--- config.mk ---
export PLATFORM = sky130hd
export DESIGN_NAME = cpu_mode_and_special_regs
export DESIGN_NICKNAME = d
export VERILOG_FILES = /design/src/core/cpu_state_pkg.sv /design/src/core/word_reg.sv /design/src/core/exc_mask.sv /design/src/core/cpu_mode_and_special_regs.sv
export VERILOG_INCLUDE_DIRS = /design/src /design/src/core
export SDC_FILE = /design/constraint.sdc
export NUM_CORES = 1
export LEC_CHECK = 0
export ABC_AREA = 1
export BUFFER_PORTS_ARGS = -buffer_cell sky130_fd_sc_hd__buf_2
export CAP_MARGIN = 20
export CORE_ASPECT_RATIO = 0.9
export CORE_MARGIN = 4
export CORE_UTILIZATION = 45
export DETAILED_ROUTE_END_ITERATION = 16
export PLACE_DENSITY = 0.67
export RECOVER_POWER = 50
export SLEW_MARGIN = 5
export SYNTH_ARGS = -nofsm -noshare
export SYNTH_HDL_FRONTEND = slang
export SYNTH_SLANG_ARGS = --single-unit
--- constraint.sdc ---
create_clock -name core_clk -period 3.4 [get_ports core_clk]
set_input_delay 1.02 -clock core_clk [delete_from_list [all_inputs] [get_ports core_clk]]
set_output_delay 1.02 -clock core_clk [all_outputs]
set_load 0.05 [all_outputs]
--- src/core/cpu_state_cfg.svh ---
// Constants for the core register file and mode state
`ifndef CPU_STATE_CFG_SVH
`define CPU_STATE_CFG_SVH
`define REG_NUM_SP        4'hD
`define REG_NUM_LR        4'hE
`define REG_NUM_PC        4'hF
`define REG_LOW_LAST      4'h7
`define REG_HIGH_LAST     4'hC
`define SPEC_PSW          4'h0
`define SPEC_APP          4'h1
`define SPEC_INT          4'h2
`define SPEC_EXE          4'h3
`define SPEC_PRIORITY_MASK_BIT      4'h4
`define SPEC_FAULT_MASK_BIT    4'h5
`define SPEC_BASE_PRIORITY_THRESHOLD      4'h6
`define SPEC_CONTROL      4'h7
`define SPEC_MSP          4'h8
`define SPEC_PSP          4'h9
`define APP_MASK          32'hF800_0000
`define INT_MASK          32'h0000_01FF
`define EXE_MASK          32'h0600_FC00
`define EXE_TBIT          24
`define PSW_RESET         32'h0100_0000
`define SP_ALIGN_MASK     32'hFFFF_FFFC
`define PC_ALIGN_MASK     32'hFFFF_FFFE
`define EXC_NMI           9'h002
`define EXC_HARDFAULT     9'h003
`define EXC_FIRST_IRQ     9'h010
`define CTRL_USER_BIT     0
`define CTRL_SPSEL_BIT    1
`endif

--- src/core/cpu_state_pkg.sv ---
// Types shared by the core mode and register logic
package cpu_state_pkg;
	typedef enum logic [1:0] {
		ST_PRIV_THREAD = 2'b00,
		ST_USER_THREAD = 2'b01,
		ST_PRIV_HANDLER = 2'b10
	} run_state_e;
	typedef logic [31:0] word_t;
endpackage

--- src/core/word_reg.sv ---
// One 32-bit register with write enable and alignment mask
`timescale 1ns/1ps
`include "cpu_state_cfg.svh"
module word_reg
#(
	parameter logic [31:0] KEEP_MASK = 32'hFFFF_FFFF
)
(
	input  wire logic        core_clk,
	input  wire logic        rst_b,
	input  wire logic        wr_en,
	input  wire logic [31:0] wr_data,
	output logic      [31:0] q
);
	always_ff @(posedge core_clk or negedge rst_b)
	begin
		if (!rst_b)
			q <= 32'h0000_0000;
		else if (wr_en)
			q <= wr_data & KEEP_MASK;
	end
endmodule // word_reg

--- src/core/exc_mask.sv ---
// Exception acceptance under the three mask registers
`timescale 1ns/1ps
`include "cpu_state_cfg.svh"
module exc_mask
(
	input  wire logic [8:0] exc_num,
	input  wire logic [8:0] exc_prio,
	input  wire logic       priority_mask_bit,
	input  wire logic       fault_mask_bit,
	input  wire logic [8:0] base_priority_threshold,
	output logic            accept
);
	wire logic is_nmi;
	wire logic is_hf;
	wire logic is_irq;
	wire logic base_block;
	assign is_nmi = (exc_num == `EXC_NMI);
	assign is_hf = (exc_num == `EXC_HARDFAULT);
	assign is_irq = (exc_num >= `EXC_FIRST_IRQ);
	// base blocks equal or higher value
	assign base_block = (base_priority_threshold != 9'h000) && is_irq &&
		(exc_prio >= base_priority_threshold);
	assign accept = is_nmi ||
		(!fault_mask_bit && is_hf) ||
		(!fault_mask_bit && !priority_mask_bit && !base_block);
endmodule // exc_mask

--- src/core/cpu_mode_and_special_regs.sv ---
// Core register file, mode state and special registers
`timescale 1ns/1ps
`include "cpu_state_cfg.svh"
module cpu_mode_and_special_regs
	import cpu_state_pkg::*;
(
	input  wire logic        core_clk,
	input  wire logic        rst_b,
	input  wire logic [3:0]  rd_num,
	input  wire logic        rd_narrow,
	output logic      [31:0] rd_data,
	input  wire logic        wr_en,
	input  wire logic [3:0]  wr_num,
	input  wire logic        wr_narrow,
	input  wire logic [31:0] wr_data,
	input  wire logic        call_en,
	input  wire logic [31:0] call_ret_addr,
	input  wire logic        pc_load,
	input  wire logic [31:0] pc_next,
	input  wire logic        flags_en,
	input  wire logic [4:0]  flags_in,
	input  wire logic        spec_rd,
	input  wire logic        spec_wr,
	input  wire logic [3:0]  spec_sel,
	input  wire logic [31:0] spec_wdata,
	output logic      [31:0] spec_rdata,
	input  wire logic        restricted_op,
	input  wire logic        exc_enter,
	input  wire logic [8:0]  exc_enter_num,
	input  wire logic        exc_return,
	input  wire logic        exc_return_nest,
	input  wire logic [8:0]  exc_return_num,
	input  wire logic [8:0]  exc_req_num,
	input  wire logic [8:0]  exc_req_prio,
	output logic             exc_accept,
	output logic             priv_fault,
	output logic             tbit_fault,
	output logic             narrow_fault,
	output logic             in_handler,
	output logic             is_privileged,
	output logic             using_psp,
	output logic      [31:0] pc_out
);
	run_state_e  state_r;
	run_state_e  state_nxt;
	logic [31:0] gpr_q [0:12];
	logic [12:0] gpr_we;
	logic [31:0] msp_q;
	logic [31:0] psp_q;
	logic [31:0] lr_q;
	logic [31:0] pc_q;
	logic [31:0] psw_r;
	logic        priority_mask_bit_r;
	logic        fault_mask_bit_r;
	logic [8:0]  base_priority_threshold_r;
	logic [1:0]  ctrl_r;
	logic [31:0] rd_data_r;
	logic [31:0] spec_rdata_r;
	logic        priv_fault_r;
	logic        tbit_fault_r;
	logic        narrow_fault_r;
	logic        accept_r;
	logic        privileged;
	logic        handler;
	logic        sel_psp;
	logic        gpr_wr;
	logic        wr_high_bad;
	logic        rd_high_bad;
	logic        spec_ok;
	logic        spec_wr_ok;
	logic        psw_wr;
	logic [31:0] psw_wmask;
	logic        tbit_clear;
	logic        msp_we;
	logic        psp_we;
	logic        msp_spec;
	logic        psp_spec;
	logic        lr_we;
	logic        pc_we;
	logic [31:0] lr_wval;
	logic [31:0] pc_wval;
	logic [31:0] sp_now;
	logic [31:0] psw_view;
	logic [31:0] core_word;
	logic [31:0] spec_word;
	logic        accept_c;
	logic [1:0]  ctrl_wval;
	logic [31:0] psw_nxt;

	assign handler = (state_r == ST_PRIV_HANDLER);
	assign privileged = (state_r != ST_USER_THREAD);
	// process copy only in user thread or spsel
	assign sel_psp = !handler && (ctrl_r[`CTRL_SPSEL_BIT] ||
		(state_r == ST_USER_THREAD));

	// exception entry and return steer mode
	always_comb
	begin
		state_nxt = state_r;
		if (exc_enter)
			state_nxt = ST_PRIV_HANDLER;
		else if (exc_return && !exc_return_nest)
			state_nxt = ctrl_r[`CTRL_USER_BIT] ? ST_USER_THREAD
				: ST_PRIV_THREAD;
		else if (!handler)
			// control bit 0 picks thread level
			state_nxt = ctrl_r[`CTRL_USER_BIT] ? ST_USER_THREAD
				: ST_PRIV_THREAD;
	end

	// high registers refused to narrow forms
	assign wr_high_bad = wr_narrow && (wr_num > `REG_LOW_LAST) &&
		(wr_num <= `REG_HIGH_LAST);
	assign rd_high_bad = rd_narrow && (rd_num > `REG_LOW_LAST) &&
		(rd_num <= `REG_HIGH_LAST);
	assign gpr_wr = wr_en && !wr_high_bad && (wr_num <= `REG_HIGH_LAST);

	// thirteen general registers plus banked, link, counter
	genvar gi;
	generate
		for (gi = 0; gi <= 12; gi++)
		begin : g_gpr
			assign gpr_we[gi] = gpr_wr && (wr_num == 4'(gi));
			word_reg u_gpr
			(
				.core_clk (core_clk),
				.rst_b    (rst_b),
				.wr_en    (gpr_we[gi]),
				.wr_data  (wr_data),
				.q        (gpr_q[gi])
			);
		end
	endgenerate

	assign spec_ok = privileged || (spec_sel <= `SPEC_EXE);
	assign spec_wr_ok = spec_wr && (privileged ||
		spec_sel == `SPEC_APP || spec_sel == `SPEC_PSW);
	assign msp_spec = spec_wr_ok && (spec_sel == `SPEC_MSP);
	assign psp_spec = spec_wr_ok && (spec_sel == `SPEC_PSP);
	assign msp_we = (wr_en && wr_num == `REG_NUM_SP && !sel_psp) ||
		msp_spec;
	assign psp_we = (wr_en && wr_num == `REG_NUM_SP && sel_psp) ||
		psp_spec;
	// low two stack bits forced to zero
	word_reg #(.KEEP_MASK(`SP_ALIGN_MASK)) u_msp
	(
		.core_clk (core_clk),
		.rst_b    (rst_b),
		.wr_en    (msp_we),
		.wr_data  (msp_spec ? spec_wdata : wr_data),
		.q        (msp_q)
	);
	word_reg #(.KEEP_MASK(`SP_ALIGN_MASK)) u_psp
	(
		.core_clk (core_clk),
		.rst_b    (rst_b),
		.wr_en    (psp_we),
		.wr_data  (psp_spec ? spec_wdata : wr_data),
		.q        (psp_q)
	);
	// call loads return address into link
	assign lr_we = call_en || (wr_en && wr_num == `REG_NUM_LR);
	assign lr_wval = call_en ? call_ret_addr : wr_data;
	word_reg u_lr
	(
		.core_clk (core_clk),
		.rst_b    (rst_b),
		.wr_en    (lr_we),
		.wr_data  (lr_wval),
		.q        (lr_q)
	);
	// counter bit zero forced to zero
	assign pc_we = pc_load || (wr_en && wr_num == `REG_NUM_PC);
	assign pc_wval = pc_load ? pc_next : wr_data;
	word_reg #(.KEEP_MASK(`PC_ALIGN_MASK)) u_pc
	(
		.core_clk (core_clk),
		.rst_b    (rst_b),
		.wr_en    (pc_we),
		.wr_data  (pc_wval),
		.q        (pc_q)
	);

	// joint or separate status part masks
	assign psw_wmask = (spec_sel == `SPEC_PSW) ?
		(`APP_MASK | `EXE_MASK) :
		(spec_sel == `SPEC_APP) ? `APP_MASK :
		(spec_sel == `SPEC_EXE) ? `EXE_MASK : 32'h0000_0000;
	assign psw_wr = spec_wr_ok && |psw_wmask && !tbit_clear;
	// clearing compressed bit refused and faulted
	assign tbit_clear = spec_wr_ok && !spec_wdata[`EXE_TBIT] &&
		(spec_sel == `SPEC_PSW || spec_sel == `SPEC_EXE);
	always_comb
	begin
		psw_nxt = psw_r;
		if (psw_wr)
			psw_nxt = (psw_r & ~psw_wmask) | (spec_wdata & psw_wmask);
		if (flags_en)
			psw_nxt[31:27] = flags_in;
		if (exc_enter)
			psw_nxt[8:0] = exc_enter_num;
		else if (exc_return)
			psw_nxt[8:0] = exc_return_nest ? exc_return_num : 9'h000;
		psw_nxt[`EXE_TBIT] = 1'b1;
	end
	assign psw_view = psw_r & (`APP_MASK | `INT_MASK | `EXE_MASK);

	// stack select forced zero in handler
	assign ctrl_wval = {spec_wdata[`CTRL_SPSEL_BIT] &&
		!(handler || exc_enter), spec_wdata[`CTRL_USER_BIT]};

	assign sp_now = sel_psp ? psp_q : msp_q;
	assign core_word = (rd_num <= `REG_HIGH_LAST) ?
		(rd_high_bad ? 32'h0000_0000 : gpr_q[rd_num]) :
		(rd_num == `REG_NUM_SP) ? sp_now :
		(rd_num == `REG_NUM_LR) ? lr_q : pc_q;
	assign spec_word = !spec_ok ? 32'h0000_0000 :
		(spec_sel == `SPEC_PSW) ? {psw_view[31:25], 1'b1,
			psw_view[23:0]} :
		(spec_sel == `SPEC_APP) ? (psw_view & `APP_MASK) :
		(spec_sel == `SPEC_INT) ? (psw_view & `INT_MASK) :
		(spec_sel == `SPEC_EXE) ? ((psw_view & `EXE_MASK) |
			{7'h00, 1'b1, 24'h00_0000}) :
		(spec_sel == `SPEC_PRIORITY_MASK_BIT) ? {31'h0, priority_mask_bit_r} :
		(spec_sel == `SPEC_FAULT_MASK_BIT) ? {31'h0, fault_mask_bit_r} :
		(spec_sel == `SPEC_BASE_PRIORITY_THRESHOLD) ? {23'h0, base_priority_threshold_r} :
		(spec_sel == `SPEC_CONTROL) ? {30'h0, ctrl_r} :
		(spec_sel == `SPEC_MSP) ? msp_q :
		(spec_sel == `SPEC_PSP) ? psp_q : 32'h0000_0000;

	exc_mask u_mask
	(
		.exc_num   (exc_req_num),
		.exc_prio  (exc_req_prio),
		.priority_mask_bit   (priority_mask_bit_r),
		.fault_mask_bit (fault_mask_bit_r),
		.base_priority_threshold   (base_priority_threshold_r),
		.accept    (accept_c)
	);

	// reset to privileged thread, masks clear
	always_ff @(posedge core_clk or negedge rst_b)
	begin
		if (!rst_b)
		begin
			state_r <= ST_PRIV_THREAD;
			psw_r <= `PSW_RESET;
			priority_mask_bit_r <= 1'b0;
			fault_mask_bit_r <= 1'b0;
			base_priority_threshold_r <= 9'h000;
			ctrl_r <= 2'b00;
		end
		else
		begin
			state_r <= state_nxt;
			psw_r <= psw_nxt;
			if (spec_wr_ok && spec_sel == `SPEC_PRIORITY_MASK_BIT)
				priority_mask_bit_r <= spec_wdata[0];
			if (spec_wr_ok && spec_sel == `SPEC_FAULT_MASK_BIT)
				fault_mask_bit_r <= spec_wdata[0];
			else if (exc_return && !exc_return_nest)
				fault_mask_bit_r <= 1'b0;
			if (spec_wr_ok && spec_sel == `SPEC_BASE_PRIORITY_THRESHOLD)
				base_priority_threshold_r <= spec_wdata[8:0];
			if (spec_wr_ok && spec_sel == `SPEC_CONTROL)
				ctrl_r <= ctrl_wval;
			else if (exc_enter)
				ctrl_r[`CTRL_SPSEL_BIT] <= 1'b0;
		end
	end

	always_ff @(posedge core_clk or negedge rst_b)
	begin
		if (!rst_b)
		begin
			rd_data_r <= 32'h0000_0000;
			spec_rdata_r <= 32'h0000_0000;
			priv_fault_r <= 1'b0;
			tbit_fault_r <= 1'b0;
			narrow_fault_r <= 1'b0;
			accept_r <= 1'b0;
		end
		else
		begin
			rd_data_r <= core_word;
			spec_rdata_r <= spec_rd ? spec_word : 32'h0000_0000;
			// user access to restricted items faults
			priv_fault_r <= !privileged && (restricted_op ||
				(spec_rd && !spec_ok) ||
				(spec_wr && !spec_wr_ok));
			tbit_fault_r <= tbit_clear;
			narrow_fault_r <= (wr_en && wr_high_bad) || rd_high_bad;
			accept_r <= accept_c;
		end
	end

	assign rd_data = rd_data_r;
	assign spec_rdata = spec_rdata_r;
	assign priv_fault = priv_fault_r;
	assign tbit_fault = tbit_fault_r;
	assign narrow_fault = narrow_fault_r;
	assign exc_accept = accept_r;
	assign in_handler = handler;
	assign is_privileged = privileged;
	assign using_psp = sel_psp;
	assign pc_out = pc_q;

	a_state_legal: assert property (@(posedge core_clk) disable iff
		(!rst_b) state_r != 2'b11) else $error("bad state");
	a_enter_handler: assert property (@(posedge core_clk) disable iff
		(!rst_b) exc_enter |=> in_handler && is_privileged)
		else $error("no handler");
	a_user_fault: assert property (@(posedge core_clk) disable iff
		(!rst_b) !privileged && restricted_op |=> priv_fault)
		else $error("no fault");
	a_priv_nofault: assert property (@(posedge core_clk) disable iff
		(!rst_b) privileged && !spec_wr |=> !priv_fault)
		else $error("spurious fault");
	a_sp_align: assert property (@(posedge core_clk) disable iff
		(!rst_b) msp_q[1:0] == 2'b00 && psp_q[1:0] == 2'b00)
		else $error("sp misaligned");
	a_pc_align: assert property (@(posedge core_clk) disable iff
		(!rst_b) pc_out[0] == 1'b0) else $error("pc odd");
	a_call_link: assert property (@(posedge core_clk) disable iff
		(!rst_b) call_en |=> lr_q == $past(call_ret_addr))
		else $error("link lost");
	a_tbit_one: assert property (@(posedge core_clk) disable iff
		(!rst_b) psw_r[24]) else $error("tbit clear");
	a_fault_mask: assert property (@(posedge core_clk) disable iff
		(!rst_b) fault_mask_bit_r && exc_req_num != `EXC_NMI |=> !exc_accept)
		else $error("fault_mask_bit leak");
	a_handler_spsel: assert property (@(posedge core_clk) disable iff
		(!rst_b) in_handler |-> !using_psp)
		else $error("psp in handler");
	c_enter: cover property (@(posedge core_clk) exc_enter);
	c_user: cover property (@(posedge core_clk)
		state_r == ST_USER_THREAD);
	c_fault: cover property (@(posedge core_clk) priv_fault);
endmodule // cpu_mode_and_special_regs

## Yosys cells after proc, flatten, opt, wreduce, memory -nomap -nowiden

Cells that the tools add are included.

- Register bits: 653
- Input bits: 195
- Output and inout bits: 103
- Logic and storage cells: 200

- Magnitude comparators: 8
- Equal/unequal tests: 32
- Muxes and demuxes: 40
- Bitwise logic cells: 5
- Reduce and logical (&&, ||, !) cells: 83

Operator list:

| operator | number |
|---|---|
| 2-to-1 mux 32 bit | 26 |
| binary-select mux 32 bit (select 4 bit) | 1 |
| bitwise AND 32 bit | 2 |
| equality test 4 bit (second input constant) | 12 |
| logical AND 1 bit | 47 |
| equality test 4 x 3 -> 1 bit (second input constant) | 8 |
| inverter 32 bit | 1 |
| OR 32 bit | 1 |
| OR reduction 32 bit | 1 |
| 2-to-1 mux 27 bit | 1 |
| 2-to-1 mux 9 bit | 3 |
| equality test 9 x 2 -> 1 bit (second input constant) | 2 |
| equality test 4 x 2 -> 1 bit (second input constant) | 4 |
| logical OR 1 bit | 15 |
| zero test 1 bit | 13 |
| greater-or-equal comparator 9 x 5 -> 1 bit (second input constant) | 1 |
| greater-or-equal comparator 9 bit | 1 |
| nonzero test 9 bit | 1 |
| equality test 4 x 1 -> 1 bit (second input constant) | 2 |
| > comparator 4 x 3 -> 1 bit (second input constant) | 2 |
| <= comparator 4 bit (second input constant) | 2 |
| zero test 4 bit | 2 |
| 2-to-1 mux 2 bit | 3 |
| nonzero test 2 bit | 3 |
| 10 further kinds | 14 |

## Depth between registers and ports, before layout

Gate-level depths: netlist of the first run.

- Depth in word-level cells: 13
- Gate-level depth with buffers: 12
- Gate-level depth less buffers: 11

## Cells and area by module

Synthesis of the first run repeated with hierarchy kept, for this count alone.

- Cell total of the unflattened synthesis: 4239
- Area total of the unflattened synthesis: 32756.4 µm²

By module, submodules not included:

| module | instances | cells each | area an instance (µm²) | seq. area each (µm²) |
|---|---|---|---|---|
| word_reg (g_gpr[0].u_gpr ...) | 14 | 136 | 1292.5 | 800.8 |
| cpu_mode_and_special_regs | 1 | 1880 | 10882.9 | 2627.5 |
| word_reg (u_msp ...) | 2 | 130 | 1141.1 | 750.7 |
| word_reg (u_pc) | 1 | 133 | 1169.9 | 775.7 |
| exc_mask | 1 | 62 | 326.6 | 0.0 |

## Worst setup path after synthesis of the first run

No wires, ideal clock.

- Path kind: register to output
- Start: register state_r[1]
- End: output using_psp
- Arrival: 1.929 ns
- Required time: 2.380 ns
- Setup slack: 0.451 ns
- Stages on the path, launching flop included: 6
- Path buffers: 2
- Cells stage by stage: dfrtp_1 > inv_1 > nand2_1 > a21oi_1 > clkbuf_1 > clkbuf_1

- Cells in the longest elaborated chain, start to end: 3
- Elaborated cells on any way between the ends: 5
- Those cells by class: 2 x eq/ne; 3 x reduce/logical

RTL lines:

| element | RTL line | RTL |
|---|---|---|
| start: declaration | cpu_mode_and_special_regs.sv:44 | `run_state_e state_r;` |
| start signal: assignment | cpu_mode_and_special_regs.sv:255 | `state_r <= state_nxt;` |
| equality test 2 bit or equality test 2 x 1 -> 1 bit (tied branches) | cpu_mode_and_special_regs.sv:90, cpu_mode_and_special_regs.sv:94 |  |
| zero test 1 bit or logical OR 1 bit (tied branches) | - |  |
| logical AND 1 bit (*) | cpu_mode_and_special_regs.sv:93 | `` assign sel_psp = !handler && (ctrl_r[`CTRL_SPSEL_BIT] \|\| `` |
| end: declaration | cpu_mode_and_special_regs.sv:41 | `output logic using_psp,` |

Every way passes the cells marked *; elsewhere a longest branch is shown, timed or not.

## Worst setup path in the final report of the first run

- Start: input wr_num[1]
- End: register g_gpr[4].u_gpr.q[28]

- Cells in the longest elaborated chain, start to end: 7
- Elaborated cells on any way between the ends: 9
- Those cells by class: 2 x order compare; 1 x eq/ne; 6 x reduce/logical

RTL lines:

| element | RTL line | RTL |
|---|---|---|
| start: declaration | cpu_mode_and_special_regs.sv:13 | `input wire logic [3:0] wr_num,` |
| > comparator 4 x 3 -> 1 bit (no line) | - |  |
| logical AND 1 bit (2 in a row) | cpu_mode_and_special_regs.sv:112 | `` assign wr_high_bad = wr_narrow && (wr_num > `REG_LOW_LAST) && `` |
| zero test 1 bit | cpu_mode_and_special_regs.sv:116 | `` assign gpr_wr = wr_en && !wr_high_bad && (wr_num <= `REG_HIGH_LAST); `` |
| logical AND 1 bit (2 in a row) | cpu_mode_and_special_regs.sv:116 |  |
| logical AND 1 bit (*) | cpu_mode_and_special_regs.sv:123 | `assign gpr_we[gi] = gpr_wr && (wr_num == 4'(gi));` |
| end signal: assignment | word_reg.sv:20 | `q <= wr_data & KEEP_MASK;` |
| end: declaration | word_reg.sv:13 | `output logic [31:0] q` |

Marked as above.
A chain may end at the register's enable or synchronous reset.

==> results.toml, run 1 <==
[placement]
place.gp.congestion = 0.9622
pre_cts_ws_ps = 130.1
io_buffers = 295
dp_hpwl_um = 70330

[synthesis]
ys_ff_latch = 644
synth_edf_count = 0
ys_async_sr_fraction = 1.000
synth_nets = 4241
synthFlopType = "dfrtp_1"
synth.avg_cell_area_um2 = 7.626
syn_inst = 4037
yosys-top-cells-area = "dfrtp_1 (52%), nand2_1 (16%), nand3_1 (9.2%), o21ai_0 (6.8%), inv_1 (3.6%)"
synth_seq_area_share = 0.5234
netlist.area_leader.share = 0.5234
synth.distinct_cells = 30
synth_warnings = 0
synth_top_area_cell = "dfrtp_1"
syn-cell-area_um2 = 30790

[detailed_routing]
drt_iter0_markers = 3569
viasPerCell = 5.614
drtAntennaViolNets = 0
avgRoutedWirePerCell_um = 21.19
drt_first_pass_iters = 7
drc = 0
vias = 28880
wl_um = 109000

[floorplan]
rows = 90
core-area_um2 = 67450
start_util = 0.4564
die_w_um = 283.7
ios = 298
die_h_um = 256.1
dieArea_um2 = 72670

[critical_path]
rr_startpoint = "state_r[0]"
cp-end-kind = "flip-flop"
critPathKind = "in2reg"
reg2reg_depth = 8
cp.required_ps = 3940
start_kind = "input port"
cp_max_fo = 75
r2r-end = "u_msp.q[22]"
worst_ep_arrival_time_ps = 3530
rrSetupSlack_ps = 940

[sta]
fin_ws_ps = 412.6
slew_headroom = -0.5421
rsz0062_at_grt = "no"
min_period_ps = 2987
skew_ps = 16.69
post-route-period-util = 0.8787
finalHoldViolations = 0
max_slew.worst_pin.slew_ps = 2313
timing.fmax_mhz = 334.7
finalSetupTns_ps = 0
drv_slew = 156
setup_viol = 0

[pwr]
p_comb_frac = 0.182
switching_power_mw = 6.483
total_power_mw = 21.21
p_int_mw = 14.72
clockPowerShare = 0.352
p_leak_nw = 17.69
seq_power_share = 0.466
swShare = 0.3057
powerDensity_nw_per_um2 = 597.9
ir_worst_vdd_mv = 0.4270

[cts]
ctsResizeCount = 0
clk-insertion-delay-late_ps = 610
postCtsSetupRepairBufs = 0
cts.sinks = 644
cts_tree = "yes"
postCtsHoldBufs = 0
htree_levels = 3
clkTransAtPathRegs_ps = 60
cts_root_buf = "clkbuf_16"
cts_buffer_depth = 3
numCtsBuffers = 66

[run_status]
status = "finished with violations"
violations = "max-capacitance violations, max-slew violations"

[final_layout]
nets = 4421
drive_above_1_share = 0.1222
areaGrowthSynthToFinish_pct = 15.20
n_fill_cell = 6470

[grt]
grt_pass1_wl_um = 165300
grt_pass1_vias = 26693
grtUsageTotal = 0.2924
grt_max_degree = 179
grt.overflow.total = 0
grt_antenna_before_repair = 9

[min_path]
hold_path.class = "reg2reg"
hold_depth = 2

[run]
drv_cap = 3
routing by layer:
metal | GRT usage | up-vias | wire, um
met3 | 0.07694 | 276 | 11600
li1 | - | 13417 | -
met4 | 0.1068 | 4 | 4398
met1 | 0.4160 | 13737 | 45770
met5 | 0.02632 | - | 27
met2 | 0.4291 | 1446 | 47200
state kept, by name, indices dropped and copies added (netlist names), 2 cells and up, named ones only:
register / cells
g_gpr.u_gpr.q: 416
u_lr.q: 32
spec_rdata: 32
u_pc.q: 31
state_r: 2
base_priority_threshold_r: 9
u_psp.q: 30
ctrl_r: 2
rd_data: 32
psw_r: 14
u_msp.q: 30
critical path, stage by stage:
cell and delay, ps:
clkbuf_1 240, inv_1 150, nand2_1 120, nand2_1 90, nand3_2 80, inv_2 80, nand3_4 80, buf_4 630
buf_4 650, o21ai_1 150, nand2_1 90
cells by family after synthesis:
family / after synthesis / synth area share
AO/OA/AOI/OAI: 763 / 0.1260
adder cells (fa/ha/maj): 9 / 0.003658
flip-flops: 644 / 0.5234
buffers and inverters: 600 / 0.07531
other: 1 / 0.0001218
AND/OR/NAND/NOR: 2020 / 0.2714
worst max-delay path by stage:
stage / from / endpoint / slack, ps / cells past startpoint
after CTS: state_r[1] / using_psp / 710 / 4
after global routing: wr_num[1] / g_gpr[7].u_gpr.q[0] / 300 / 11
after detailed placement: wr_num[1] / g_gpr[5].u_gpr.q[0] / 130 / 11
final: wr_num[1] / g_gpr[4].u_gpr.q[28] / 410 / 11
after floorplan: state_r[1] / using_psp / 450 / 5
after global placement: wr_num[1] / g_gpr[4].u_gpr.q[27] / 180 / 11
power groups by stage:
| stage | sequential (mW) | clock (mW) | combinational [mW] |
|---|---|---|---|
| 2_1_floorplan | 10.2 | 0 | 2.23 |
| 3_3_place_gp | 9.94 | 0 | 3.71 |
| 3_5_place_dp | 9.98 | 0 | 3.82 |
| 4_1_cts | 9.87 | 7.53 | 3.84 |
| 5_1_grt | 10.0 | 7.86 | 4.35 |
| 6_report | 9.88 | 7.47 | 3.85 |
per-stage QoR:
| step | cell area [um^2] | cells | util | hold slack (ps) |
|---|---|---|---|---|
| floorplan | 30790 | 4037 | - | 441.9 |
| global placement | 33320 | 5022 | 0.4940 | 452.9 |
| detailed placement | 33350 | 5023 | 0.4944 | 459.4 |
| CTS | 35540 | 5138 | 0.5269 | 413.2 |
| global route | 35460 | 5141 | 0.5257 | 488.6 |
| finish | 35470 | 5144 | 0.5258 | 473.3 |
layout by cell type, fill, tap and decap left out, drive strengths merged, types with 4 or more instances in the layout:
master  count
o211ai      5
a21oi     195
nand2    1300
inv       305
diode       6
clkbuf    119
o21ai     539
o22ai       9
clkinv     15
o21bai      4
nor3        8
dfrtp     644
nor2      139
a22oi       9
ha          9
nand4       5
nand3     566
buf       383
Yosys cell counts, types with 8 or more instances:
cell,instances
a21oi_1,195
a22oi_1,9
buf_1,23
buf_2,49
clkbuf_1,218
dfrtp_1,644
ha_1,9
inv_1,298
inv_2,8
nand2_1,1299
nand3_1,563
nor2_1,139
o21ai_0,416
o21ai_1,123
o22ai_1,9
layout make-up:
class | instances | area [um^2] | area share
Clock buffer | 98 | 2051 | 0.05782
Sequential cell | 644 | 16120 | 0.4544
Timing Repair Buffer | 404 | 2461 | 0.06939
Inverter | 308 | 1157 | 0.03263
Clock inverter | 17 | 142.6 | 0.004022
Antenna cell | 6 | 15.01 | 0.0004233
Tap cell | 874 | 1094 | 0.03083
Multi-Input combinational cell | 2793 | 12430 | 0.3505
No activity file was read; power rests on OpenSTA's default activity.
==> run 2, diff against run 1 <==
--- a/config.mk
+++ b/config.mk
@@ -15,6 +15,7 @@
 export DETAILED_ROUTE_END_ITERATION = 16
 export PLACE_DENSITY = 0.67
 export RECOVER_POWER = 50
+export REMOVE_ABC_BUFFERS = 1
 export SLEW_MARGIN = 5
 export SYNTH_ARGS = -nofsm -noshare
 export SYNTH_HDL_FRONTEND = slang
==> run 2 against run 1 <==
  * The flow still finishes with violations (max-capacitance violations, max-slew violations)
  * Clock-buffer cell count did not move
  * Combinational power barely moved
  * Wire length rose by 1.5%
  * Fmax rose by 1.9%
  * Total power rose by 1.4%
  * Die area did not move
  * Sequential cell count did not move
  * Critical path type unchanged
  * Critical endpoint is now g_gpr[1].u_gpr.q[9]
  * Largest power group unchanged
==> results.toml, run 2 (synthesis results as in run 1) <==
[run_status]
status = "finished with violations"
violations = "max-capacitance violations, max-slew violations"

[floorplan]
core-area_um2 = 67450
rows = 90
die_h_um = 256.1
start_util = 0.4564
die_w_um = 283.7
ios = 298
dieArea_um2 = 72670

[detailed_routing]
drtAntennaViolNets = 0
viasPerCell = 5.609
drc = 0
drt_iter0_markers = 3145
wl_um = 110600
avgRoutedWirePerCell_um = 21.44
vias = 28933
drt_first_pass_iters = 6

[sta]
finalHoldViolations = 0
rsz0062_at_grt = "no"
timing.fmax_mhz = 341.2
post-route-period-util = 0.8620
drv_slew = 96
min_period_ps = 2931
slew_headroom = -0.07157
max_slew.worst_pin.slew_ps = 1607
setup_viol = 0
skew_ps = 23.00

[min_path]
hold_path.class = "reg2reg"

[cts]
postCtsHoldBufs = 0
cts_root_buf = "clkbuf_16"
clk-insertion-delay-late_ps = 630
postCtsSetupRepairBufs = 0
ctsResizeCount = 0
cts.sinks = 644
cts_buffer_depth = 3
cts_tree = "yes"
htree_levels = 3
numCtsBuffers = 70
clkTransAtPathRegs_ps = 60

[final_layout]
most-common-layout-cells = "nand2_1 (1300), dfrtp_1 (644), nand3_1 (563)"
largest_reg_flops = 416
final_common_cell = "nand2_1"
multi_input_area_um2 = 12420
areaGrowthSynthToFinish_pct = 15.61
drive_above_1_share = 0.1224
nets = 4425
top_register = "g_gpr.u_gpr.q"
instances_no_fill = 5158
utilization = 0.5277
n_fill_cell = 6433
seqCellArea_um2 = 16120

[critical_path]
cp_max_fo = 30
slowest_delay_ps = 1140
cp_slowest_cell = "clkbuf_1"
r2r-end = "rd_data[26]"
rr_startpoint = "state_r[1]"
start_kind = "input port"
cp-endpoint = "g_gpr[1].u_gpr.q[9]"
worst_ep_arrival_time_ps = 3360
crit_path_start = "wr_num[1]"
reg2reg_depth = 8
cp.required_ps = 3820
rrSetupSlack_ps = 960
critPathKind = "in2reg"
crit_path_frequent_cell = "nand2_1"
cp-end-kind = "flip-flop"
cp_cell_sequence = "buf_2 -> inv_1 -> nand2_1 -> nand2_1 -> nand3_1 -> nor3_1 -> clkbuf_1 -> o21ai_0"

[placement]
dp_hpwl_um = 69960
place.gp.congestion = 0.8540
dp_cells = 5023
io_buffers = 295

[grt]
grt_antenna_before_repair = 10
grtUsageTotal = 0.2999
grt_pass1_vias = 27687
grt.overflow.total = 0
grt_pass1_wl_um = 169400
grt_max_degree = 102

[run]
drv_cap = 2

[pwr]
p_leak_nw = 17.72
ir_worst_vdd_mv = 0.3326
total_power_mw = 21.50
powerDensity_nw_per_um2 = 604.0
## run 2: layer usage
| layer | GRT usage | part of all wire | vias to the layer above |
|---|---|---|---|
| li1 | - | - | 13411 |
| met3 | 0.07400 | 0.10 | 234 |
| met1 | 0.4240 | 0.42 | 13868 |
| met4 | 0.09437 | 0.033 | 6 |
| met2 | 0.4570 | 0.44 | 1414 |
| met5 | 0 | 0.00038 | - |
## run 2: area by class of cell
class	count	area share
inverter	308	0.03255
timing repair buffer	404	0.06925
clock inverter	27	0.009350
multi-input combinational	2793	0.3488
antenna	10	0.0007030
tap	874	0.03072
sequential	644	0.4528
clock buffer	98	0.05586
## run 2: worst max-delay path, delay by kind of cell
| family | cells | cell delay (ps) |
|---|---|---|
| AND/OR/NAND/NOR | 4 | 690 |
| buffers and inverters | 3 | 1400 |
| AO/OA/AOI/OAI | 1 | 200 |
## run 2: worst min path at each step
stage / end / cells after the start / startpoint
final: flip-flop / 2 / flip-flop
after floorplan: flip-flop / 2 / flip-flop
after detailed placement: flip-flop / 2 / flip-flop
after global placement: flip-flop / 2 / flip-flop
after global routing: g_gpr[4].u_gpr.q[11] / 2 / g_gpr[4].u_gpr.q[11]
after CTS: g_gpr[5].u_gpr.q[15] / 1 / rst_b
## run 2: metrics by stage
step / setup TNS, ps / instance area [um^2] / worst slack, ps / hold WS [ps]
after CTS: 0 / 35750 / 584.6 / 325.0
final: 0 / 35590 / 469.3 / 473.1
after global routing: 0 / 35580 / 271.9 / 488.7
after global placement: 0 / 33430 / 402.1 / 454.7
after detailed placement: 0 / 33430 / 355.6 / 458.3
after floorplan: -316440 / 29620 / -1542 / 441.9
## run 2: where the power goes
part	internal (mW)	leakage, nW	switching, mW	total, mW
logic	1.23	8.53	2.59	3.82
clock network	4.56	1.13	3.25	7.81
registers	9.16	8.06	0.706	9.87
total	15.0	17.7	6.54	21.5
